## src/hdl/tef_params.svh

```systemverilog
// Offsets, field positions, reset values and timing counts of the timer and event-flag unit
`ifndef TEF_PARAMS_SVH
`define TEF_PARAMS_SVH

`define TEF_DATA_W          28
`define TEF_ADDR_W          4
`define TEF_ADR_TEST_CFG    4'h3
`define TEF_ADR_CONTROL     4'h4
`define TEF_ADR_TIMER       4'h7
`define TEF_ADR_ERR_MASK    4'hB
`define TEF_ADR_IRQ_MASK    4'hC
`define TEF_REG_RESET       28'h0000000

`define TEF_TEST_SEL_BIT    25
`define TEF_LAUNCH_START    10
`define TEF_LAUNCH_STOP     11
`define TEF_MASTER_RST_BIT  22
`define TEF_PARTIAL_RST_BIT 23

`define TEF_PERIOD_W        13
`define TEF_IRQ_LSB         13
`define TEF_IRQ_MSB         25
`define TEF_ERR_LSB         16
`define TEF_ERR_MSB         26

`define TEF_CLK_NS          40
`define TEF_SYNC_STAGES     2

`endif

```

## src/hdl/tef_pkg.sv

```systemverilog
// Types shared by the timer and event-flag unit
package tef_pkg;

  typedef enum logic [1:0] {
    TEF_IDLE,
    TEF_RUN,
    TEF_EXPIRED
  } tef_timer_state_t;

  typedef struct packed {
    logic [7:0] hit_full;
    logic [1:0] iface_full;
    logic       pll_unlocked;
    logic       all_empty;
  } tef_status_t;

endpackage

```

## src/hdl/tef_timer_event_flags.sv

```systemverilog
// Interval timer, interrupt and error flags, test-input select and register port
`timescale 1ns/10ps
`include "tef_params.svh"
// How it works
// RULE1 - Timer period register sets delay as count times clock period.
// RULE2 - Period field is 13 bits, delays one to 8191 periods.
// RULE3 - Timer launches on start hit, stop hit, or both, per two enables.
// RULE4 - With expiry mask bit set, interrupt rises when the timer finishes.
// RULE5 - Interrupt output is OR of sources unmasked by bits 13 to 25.
// RULE6 - Interrupt sources: hit full, interface full, PLL unlocked, empty, expiry.
// RULE7 - Error output is OR of sources unmasked by bits 16 to 26.
// RULE8 - Error sources: each hit full, each interface full, PLL unlocked.
// RULE9 - Test-select bit routes three test inputs in place of measure inputs.
// RULE10 - Master reset clears timer and flags, keeps all configuration registers.
// RULE11 - Flags are levels following unmasked sources, cleared by reset.
// RULE12 - Expiry holds until master or partial reset; new launch restarts count.
module tef_timer_event_flags #(
  parameter int DATA_W   = `TEF_DATA_W,
  parameter int PERIOD_W = `TEF_PERIOD_W
) (
  input  wire logic                clk,
  input  wire logic                rstn,
  input  wire logic                csn,
  input  wire logic                wrn,
  input  wire logic                rdn,
  input  wire logic [3:0]          adr,
  input  wire logic [DATA_W-1:0]   data_in,
  output logic      [DATA_W-1:0]   data_out,
  output logic                     data_oe,
  input  wire logic                start_hit,
  input  wire logic                stop_hit,
  input  wire tef_pkg::tef_status_t status,
  input  wire logic [2:0]          measure_in,
  input  wire logic [2:0]          test_in,
  output logic [2:0]               meas_path,
  output logic                     interrupt_output,
  output logic                     error_output,
  output logic                     master_reset_pulse,
  output logic                     partial_reset_pulse,
  output logic [4:0]               fine_bin_divider
);

  // ----------------------------------------------------------------
  // Pin synchronisers
  // ----------------------------------------------------------------
  localparam int SYN_W = 3 + 4 + DATA_W + 6;
  logic [SYN_W-1:0] syn_a;
  logic [SYN_W-1:0] syn_b;
  logic             wrn_q;
  logic             csn_s;
  logic             wrn_s;
  logic             rdn_s;
  logic [3:0]       adr_s;
  logic [DATA_W-1:0] din_s;
  logic [2:0]       meas_s;
  logic [2:0]       test_s;

  always_ff @(posedge clk or negedge rstn) begin
    if (!rstn) begin
      syn_a <= '1;
      syn_b <= '1;
      wrn_q <= 1'b1;
    end else begin
      syn_a <= {csn, wrn, rdn, adr, data_in, measure_in, test_in};
      syn_b <= syn_a;
      wrn_q <= wrn_s;
    end
  end

  assign {csn_s, wrn_s, rdn_s, adr_s, din_s, meas_s, test_s} = syn_b;

  // Write is taken on the rising edge of the write strobe with chip select low
  logic wr_take;
  assign wr_take = wrn_s && !wrn_q && !csn_s;

  // ----------------------------------------------------------------
  // Configuration registers
  // ----------------------------------------------------------------
  logic [DATA_W-1:0] test_cfg;
  logic [DATA_W-1:0] control;
  logic [DATA_W-1:0] timer_reg;
  logic [DATA_W-1:0] err_mask;
  logic [DATA_W-1:0] irq_mask;

  // Configuration survives both soft resets; only rstn clears it
  always_ff @(posedge clk or negedge rstn) begin
    if (!rstn) begin
      test_cfg  <= `TEF_REG_RESET;
      control   <= `TEF_REG_RESET;
      timer_reg <= `TEF_REG_RESET;
      err_mask  <= `TEF_REG_RESET;
      irq_mask  <= `TEF_REG_RESET;
    end else if (wr_take) begin // see RULE10
      unique case (adr_s)
        `TEF_ADR_TEST_CFG: test_cfg  <= din_s;
        `TEF_ADR_CONTROL: begin
          control <= din_s;
          control[`TEF_MASTER_RST_BIT]  <= 1'b0;
          control[`TEF_PARTIAL_RST_BIT] <= 1'b0;
        end
        `TEF_ADR_TIMER:    timer_reg <= din_s;
        `TEF_ADR_ERR_MASK: err_mask  <= din_s;
        `TEF_ADR_IRQ_MASK: irq_mask  <= din_s;
        default: ;
      endcase
    end
  end

  // ----------------------------------------------------------------
  // Soft reset commands
  // ----------------------------------------------------------------
  logic soft_rst;
  assign soft_rst = master_reset_pulse || partial_reset_pulse;

  always_ff @(posedge clk or negedge rstn) begin
    if (!rstn) begin
      master_reset_pulse  <= 1'b0;
      partial_reset_pulse <= 1'b0;
    end else begin
      master_reset_pulse  <= wr_take && adr_s == `TEF_ADR_CONTROL
                             && din_s[`TEF_MASTER_RST_BIT];
      partial_reset_pulse <= wr_take && adr_s == `TEF_ADR_CONTROL
                             && din_s[`TEF_PARTIAL_RST_BIT];
    end
  end

  // ----------------------------------------------------------------
  // Interval timer
  // ----------------------------------------------------------------
  tef_pkg::tef_timer_state_t tstate;
  logic [PERIOD_W-1:0]       tcount;
  logic                      launch;
  logic                      expired;

  assign launch = (control[`TEF_LAUNCH_START] && start_hit)
               || (control[`TEF_LAUNCH_STOP] && stop_hit); // see RULE3
  assign expired = tstate == tef_pkg::TEF_EXPIRED; // see RULE4

  always_ff @(posedge clk or negedge rstn) begin
    if (!rstn) begin
      tstate <= tef_pkg::TEF_IDLE;
      tcount <= '0;
    end else if (soft_rst) begin // see RULE10
      tstate <= tef_pkg::TEF_IDLE; // see RULE12
      tcount <= '0;
    end else if (launch) begin
      tstate <= tef_pkg::TEF_RUN; // see RULE12
      tcount <= timer_reg[PERIOD_W-1:0]; // see RULE1
    end else begin
      unique case (tstate)
        tef_pkg::TEF_IDLE: ;
        tef_pkg::TEF_RUN: begin
          if (tcount <= PERIOD_W'(1)) begin // see RULE2
            tstate <= tef_pkg::TEF_EXPIRED;
          end else begin
            tcount <= tcount - PERIOD_W'(1);
          end
        end
        tef_pkg::TEF_EXPIRED: ; // see RULE12
        default: tstate <= tef_pkg::TEF_IDLE;
      endcase
    end
  end

  // ----------------------------------------------------------------
  // Flag outputs
  // ----------------------------------------------------------------
  logic [12:0] irq_src;
  logic [10:0] err_src;
  logic        irq_any;
  logic        err_any;

  assign irq_src = {expired, status.all_empty, status.pll_unlocked,
                    status.iface_full, status.hit_full}; // see RULE6
  assign err_src = {status.pll_unlocked, status.iface_full, status.hit_full}; // see RULE8
  assign irq_any = |(irq_src & irq_mask[`TEF_IRQ_MSB:`TEF_IRQ_LSB]); // see RULE5
  assign err_any = |(err_src & err_mask[`TEF_ERR_MSB:`TEF_ERR_LSB]); // see RULE7

  always_ff @(posedge clk or negedge rstn) begin
    if (!rstn) begin
      interrupt_output <= 1'b0;
      error_output     <= 1'b0;
    end else if (soft_rst) begin
      interrupt_output <= 1'b0; // see RULE11
      error_output     <= 1'b0;
    end else begin
      interrupt_output <= irq_any; // see RULE5
      error_output     <= err_any; // see RULE7
    end
  end

  // ----------------------------------------------------------------
  // Test-input select and fine divider field
  // ----------------------------------------------------------------
  always_ff @(posedge clk or negedge rstn) begin
    if (!rstn) begin
      meas_path        <= 3'h0;
      fine_bin_divider <= 5'h00;
    end else begin
      meas_path        <= test_cfg[`TEF_TEST_SEL_BIT] ? test_s : meas_s; // see RULE9
      fine_bin_divider <= test_cfg[4:0];
    end
  end

  // ----------------------------------------------------------------
  // Read port
  // ----------------------------------------------------------------
  logic [DATA_W-1:0] rd_mux;

  always_comb begin
    unique case (adr_s)
      `TEF_ADR_TEST_CFG: rd_mux = test_cfg;
      `TEF_ADR_CONTROL:  rd_mux = control;
      `TEF_ADR_TIMER:    rd_mux = timer_reg;
      `TEF_ADR_ERR_MASK: rd_mux = err_mask;
      `TEF_ADR_IRQ_MASK: rd_mux = irq_mask;
      default:           rd_mux = '0;
    endcase
  end

  always_ff @(posedge clk or negedge rstn) begin
    if (!rstn) begin
      data_out <= '0;
      data_oe  <= 1'b0;
    end else begin
      data_oe  <= !rdn_s && !csn_s;
      data_out <= rd_mux;
    end
  end
endmodule // tef_timer_event_flags

```

## config.mk

```make
export PLATFORM = sky130hd
export DESIGN_NAME = tef_timer_event_flags
export DESIGN_NICKNAME = d
export VERILOG_FILES = /design/src/hdl/tef_pkg.sv /design/src/hdl/tef_timer_event_flags.sv
export VERILOG_INCLUDE_DIRS = /design/src /design/src/hdl
export SDC_FILE = /design/constraint.sdc
export NUM_CORES = 1
export LEC_CHECK = 0
export ABC_AREA = 1
export BUFFER_PORTS_ARGS = -buffer_cell sky130_fd_sc_hd__buf_2
export CAP_MARGIN = 10
export CORE_MARGIN = 1
export CORE_UTILIZATION = 40
export CTS_BUF_LIST = sky130_fd_sc_hd__clkbuf_4 sky130_fd_sc_hd__clkbuf_8
export CTS_CLUSTER_DIAMETER = 80
export DETAILED_ROUTE_END_ITERATION = 10
export PLACE_DENSITY = 0.62
export REMOVE_ABC_BUFFERS = 1
export SLEW_MARGIN = 40
export SYNTH_ARGS = -nofsm -noshare
export SYNTH_HDL_FRONTEND = slang
export SYNTH_SLANG_ARGS = --single-unit
```

## constraint.sdc

```tcl
create_clock -name clk -period 3.9 [get_ports clk]
set_input_delay 0.78 -clock clk [delete_from_list [all_inputs] [get_ports clk]]
set_output_delay 0.78 -clock clk [all_outputs]
set_load 0.01 [all_outputs]
```

==> impl_results.md, run 1 <==
- First-pass GRT wire length: 37400 um
- Total track usage: 18.0%
- Seq/Total Area, Yosys: 67.9%
- Setup Total Neg Slack: 0 ps
- Area growth, synth to finish: 17.7%
- Synthesized area: 0.0104 mm2
- Largest net degree at the start of global routing: 92
- Met2 Usage GRT: 29.0%
- Post-route minimum period: 2150 ps
- Clock-pin slew on the worst setup and hold paths: 60 ps
- Post-Syn Instances: 1040
- Final period util: 55.2%
- Wire per inst: 14.9 um
- Crit-path slowest cell: dfstp_2
- Clock latency at the later pin of the worst-skew pair: 560 ps
- RSZ-0062 raised after global routing: false
- Average cell area after synthesis: 9.96 um2
- DIE WIDTH: 163 um
- Met1 Use GR: 24.2%
- DRC: 0
- DR vias: 7258
- TritonCTS sink count: 277
- Number of flops mapped to enable cells by yosys: 0
- Met3 usage: 3.57%
- Htree depth: 2
- Top achievable clock speed: 0.464 GHz
- Post-Route Utilization: 48.1%
- Routed vias/inst: 4.78
- Design Area, Final: 0.0122 mm2
- Clock skew: 19.6 ps
- Iteration-0 DRC Markers: 407
- Synth Flop Type: dfrtp_1
- Setup violators final: 0
- Gr ovfl total: 0
- Max clock buf depth: 3
- Total power: 6.99 mW
- Leak: 6.03 nW
- Fraction of registers with async set or reset after synthesis: 100%
- Antenna fix cells: 0
- Share of the synthesized area in the top cell type: 46.9%
- GP Congestion: 0.877
- GRT busiest layer: met2
- CTS tree: yes
- DRT Pass-1 Iters: 6
- Synth area leaders: dfrtp_1 47%, dfstp_2 21%, nand2_1 14%
- IO Port Bufs: 97
- Yosys warning count: 0
- Slew Viols, Final: 0
- Max Cap Violations: 0
- Status: completed
- Critical path peak fanout: 56
- CP delay by family, top: buffers and inverters
- Placed Area: 0.0112 mm2
- Fill cells: 2383
- Die Area: 0.0265 mm2
- Worst path cell trace: inv_1 > nor2_1 > nand2_1 > inv_2 > nand2_1 > buf_4 > nand2_1 > o21ai_0
- CP arrival: 2560 ps
- Fin. Hold Viols: 0
- Measured slew at the worst slew-check pin: 700 ps
- Initial antenna violation count: 0
- Hold_buf cts: 0
- Yosys cell types: 32
- Hold Crit Class: input pin to asynchronous set/reset pin
- Dpl hpwl: 13500 um
- Setup Buffers After CTS: 0
- Drt total wl: 22700 um
- # rows: 58
- Power density cells: 573 mW/mm2
- Setup CP Type: flip-flop to flip-flop
- Vias in the first global route: 7176
- Resize count post-CTS: 0
- Worst setup SP type: flip-flop
- CP peak stage delay: 550 ps
- Cell accounting for the most synthesized area: dfrtp_1
- I/O pin cnt: 98
- Most frequent cells in the layout: 373 x nand2_1, 194 x dfrtp_1, 128 x o21ai_0, 96 x buf_2, 83 x dfstp_2
- Relative max-transition margin: 53.3%
- Core area: 0.0253 mm2
- Worst Path Buf+Inv: 3
- Endpoint class of the critical path: flip-flop
- VDD IR max: 0.000241 V
- Initial cell density of the core: 40.9%
- Num CTS Buffers: 46
- CP dominant cell by count: nand2_1
- Fin Hold WS: 220 ps
- Flops & latches, synth: 277
- Nets: 1211
- Height of the die: 163 um
- Clk root buf: clkbuf_8
- Antenna-violating nets left: 0
- Most common cell after layout, fill and taps aside: nand2_1
- Data required time at the worst endpoint: 4310 ps
- Share of cells above drive strength 1: 24.2%
- Registers with the most flip-flops: syn_a: 41 flops, syn_b: 41 flops
==> where the power goes <==
part / leakage (nW) / internal (mW) / switching (mW)
clock: 0.534 / 1.54 / 1.13
sequential: 3.46 / 3.23 / 0.208
combinational: 2.03 / 0.326 / 0.561
total: 6.03 / 5.10 / 1.90
==> layer usage <==
metal | vias to the layer above | wire, um | share of wire (%)
met5 | - | 0 | 0
met4 | 0 | 536 | 2.4
met3 | 41 | 1000 | 4.4
met2 | 165 | 10700 | 47
met1 | 3494 | 10400 | 46
li1 | 3558 | - | -
==> metrics by stage <==
step	worst slack, ps	std cells
2_1_floorplan	159	995
3_3_place_gp	1620	1434
3_5_place_dp	1590	1434
4_1_cts	1710	1519
5_1_grt	1530	1519
6_report	1750	1519
==> path summary, 6_finish.rpt <==
| check | startpoint | to | slack, ps | cells past startpoint |
|---|---|---|---|---|
| max | syn_b[36] | timer_reg[0] | 1750 | 8 |
| min | rstn | data_out[13] | 220 | 1 |
| max reg2reg | syn_b[36] | timer_reg[0] | 1750 | 8 |
| min reg2reg | syn_a[11] | syn_b[11] | 350 | 0 |
| max in group asynchronous | rstn | syn_b[37] | 2790 | 2 |
| min in group clk | data_in[13] | syn_a[19] | 320 | 1 |
==> synth_stat cells, types with 3 or more instances <==
library cell	count
nand2_1	374
dfrtp_1	194
o21ai_0	128
dfstp_2	83
inv_1	62
nand3_1	38
nor2_1	29
o21ai_1	28
buf_2	25
a21oi_1	20
clkbuf_1	18
nand4_1	12
a221oi_1	3
mux2_2	3
o22ai_1	3
==> layout make-up <==
type                       instances  area, um2  share of cell area (%)
timing repair buffer             109        623                    5.11
clock inverter                    11       90.1                   0.739
sequential                       277       7040                    57.7
inverter                          65        244                    2.00
clock buffer                      74        900                    7.38
multi-input combinational        653       2890                    23.7
tap                              330        413                    3.39
==> cells by family after synthesis <==
group                    synth area share (%)
AND/OR/NAND/NOR                          17.9
flip-flops                               67.9
AO/OA/AOI/OAI                            9.08
buffers and inverters                    4.32
multiplexers                            0.326
XOR/XNOR                                0.169
adder cells (fa/ha/maj)                 0.242
No activity file was read; power rests on OpenSTA's default activity.
==> run 2: changes to the inputs <==
- clock period: 3.9 -> 2 ns (I/O delays scaled with it)
==> run 2 against run 1 <==
  * First-iteration DRC count is 26% higher
  * Sequential share of layout area decreased by 3.0 points
  * Design area rose by 5.6%
  * Routed wire length rose by 2.9%
  * Die area is the same
==> impl_results.md, run 2 (synthesized netlist as in run 1, its figures left out) <==
- Fin Hold WS: 254 ps (+34.3 ps)
- Gr ovfl total: 0 (unchanged)
- DIE WIDTH: 163 um (unchanged)
- Leak: 6.32 nW (+4.9%)
- Total track usage: 18.8% (+0.74 points)
- Max clock buf depth: 3 (unchanged)
- Relative max-transition margin: 61.5% (+8.2 points)
- Total power: 14.0 mW (+100%)
- CP peak stage delay: 530 ps (-20 ps)
- IO Port Bufs: 97 (unchanged)
- Clock-pin slew on the worst setup and hold paths: 60 ps (about the same)
- Fill cells: 2317 (-2.8%)
- Height of the die: 163 um (unchanged)
- RSZ-0062 raised after global routing: false
- Most common cell after layout, fill and taps aside: nand2_1
- Nets: 1270 (+4.9%)
- Routed vias/inst: 4.72 (-1.2%)
- VDD IR max: 0.000574 V (+140%)
- Iteration-0 DRC Markers: 512 (+26%)
- Clock skew: 13.1 ps (-6.51 ps)
- Htree depth: 2 (unchanged)
- Antenna-violating nets left: 0 (unchanged)
- Setup CP Type: flip-flop to flip-flop
- Registers with the most flip-flops: syn_a: 41 flops, syn_b: 41 flops
- Num CTS Buffers: 46 (unchanged)
- Crit-path slowest cell: dfstp_2
- DRC: 0 (unchanged)
- Die Area: 0.0265 mm2 (unchanged)
- Setup violators final: 0 (unchanged)
- Max Cap Violations: 0 (unchanged)
- Dpl hpwl: 14400 um (+6.7%)
- CTS tree: yes
- Endpoint class of the critical path: flip-flop
- DRT Pass-1 Iters: 5 (-1)
- Hold_buf cts: 42 (+42)
- # rows: 58 (unchanged)
- Post-route minimum period: 1780 ps (-379 ps)
- CP arrival: 2180 ps (-380 ps)
- DR vias: 7453 (+2.7%)
- Worst Path Buf+Inv: 1 (-2)
- Most frequent cells in the layout: 373 x nand2_1, 194 x dfrtp_1, 128 x o21ai_0, 96 x buf_2, 83 x dfstp_2
- Vias in the first global route: 7615 (+6.1%)
- Hold Crit Class: input pin to flip-flop
- Data required time at the worst endpoint: 2410 ps (-1900 ps)
- Clk root buf: clkbuf_8
- First-pass GRT wire length: 38900 um (+3.9%)
- Initial antenna violation count: 0 (unchanged)
- Setup Buffers After CTS: 0 (unchanged)
- Wire per inst: 14.8 um (-0.97%)
- Final period util: 88.8% (+34 points)
- I/O pin cnt: 98 (unchanged)
- CP dominant cell by count: nand2_1
- Resize count post-CTS: 0 (unchanged)
- Power density cells: 1090 mW/mm2 (+90%)
- Clock latency at the later pin of the worst-skew pair: 560 ps (about the same)
- Critical path peak fanout: 56 (unchanged)
- Core area: 0.0253 mm2 (unchanged)
- Slew Viols, Final: 0 (unchanged)
- GP Congestion: 0.851 (-2.9%)
- Worst setup SP type: flip-flop
- Share of cells above drive strength 1: 24.5% (+0.28 points)
- Initial cell density of the core: 40.9% (unchanged)
- Worst path cell trace: nor3b_2 > nand2_1 > buf_4 > nand2_1 > o21ai_0
- Top achievable clock speed: 0.563 GHz (+21%)
- Fin. Hold Viols: 0 (unchanged)
- Status: completed
- Largest net degree at the start of global routing: 62 (-33%)
- Drt total wl: 23300 um (+2.9%)
- Measured slew at the worst slew-check pin: 577 ps (-123 ps)
- TritonCTS sink count: 277 (unchanged)
- Area growth, synth to finish: 24.2%
- CP delay by family, top: simple AND/OR/NAND/NOR gates
- Antenna fix cells: 0 (unchanged)
[run 2: worst register-to-register path, delay by kind of cell, from the launching register on]
kind,cells,cell delay [ps]
and+or+nand+nor,3,690
DFF,1,530
buffers and inverters,1,320
AOI/OAI and AO/OA,1,80
[run 2: layout make-up]
cell class,instances,area [um2],share of cell area [%]
inverter,65,244,1.90
tap,330,413,3.21
timing repair buffer,168,1250,9.68
clock inverter,5,58.8,0.457
multi-input combinational,653,2880,22.4
clock buffer,81,990,7.69
sequential,277,7040,54.7
[run 2: worst paths after layout]
kind	from	end	slack [ps]	cells past startpoint
worst max-delay path	syn_b[39]	irq_mask[17]	220	5
worst min-delay path	status[10]	error_output	250	5
worst max register to register	syn_b[39]	irq_mask[17]	220	5
worst min register to register	syn_a[0]	syn_b[0]	350	0
max in group asynchronous	rstn	syn_a[0]	920	3
min in group asynchronous	rstn	master_reset_pulse	410	2
[run 2: layer usage]
| metal | GRT usage (%) | part of all wire, % | vias up |
|---|---|---|---|
| met4 | 6.03 | 1.8 | 0 |
| li1 | - | - | 3686 |
| met2 | 30.0 | 47 | 176 |
| met1 | 25.8 | 46 | 3553 |
| met5 | 0 | 0 | - |
| met3 | 3.57 | 5.0 | 38 |
[run 2: report_power, final]
part | leakage, nW | switching [mW] | total, mW | internal (mW)
Combinational | 2.30 | 1.12 | 1.87 | 0.748
Clock | 0.559 | 2.21 | 5.44 | 3.23
Sequential | 3.46 | 0.407 | 6.71 | 6.31
[run 2: stage by stage]
stage | TNS, ps | util (%) | setup WS (ps) | instances | instance area, um2
CTS | 0 | 50.8 | 188 | 1579 | 12900
finish | 0 | 50.8 | 225 | 1579 | 12900
global placement | 0 | 45.0 | 260 | 1451 | 11400
detailed placement | 0 | 45.0 | 217 | 1451 | 11400
floorplan | -91950 | - | -1740 | 995 | 10200
global route | 0 | 50.8 | 50.1 | 1579 | 12900
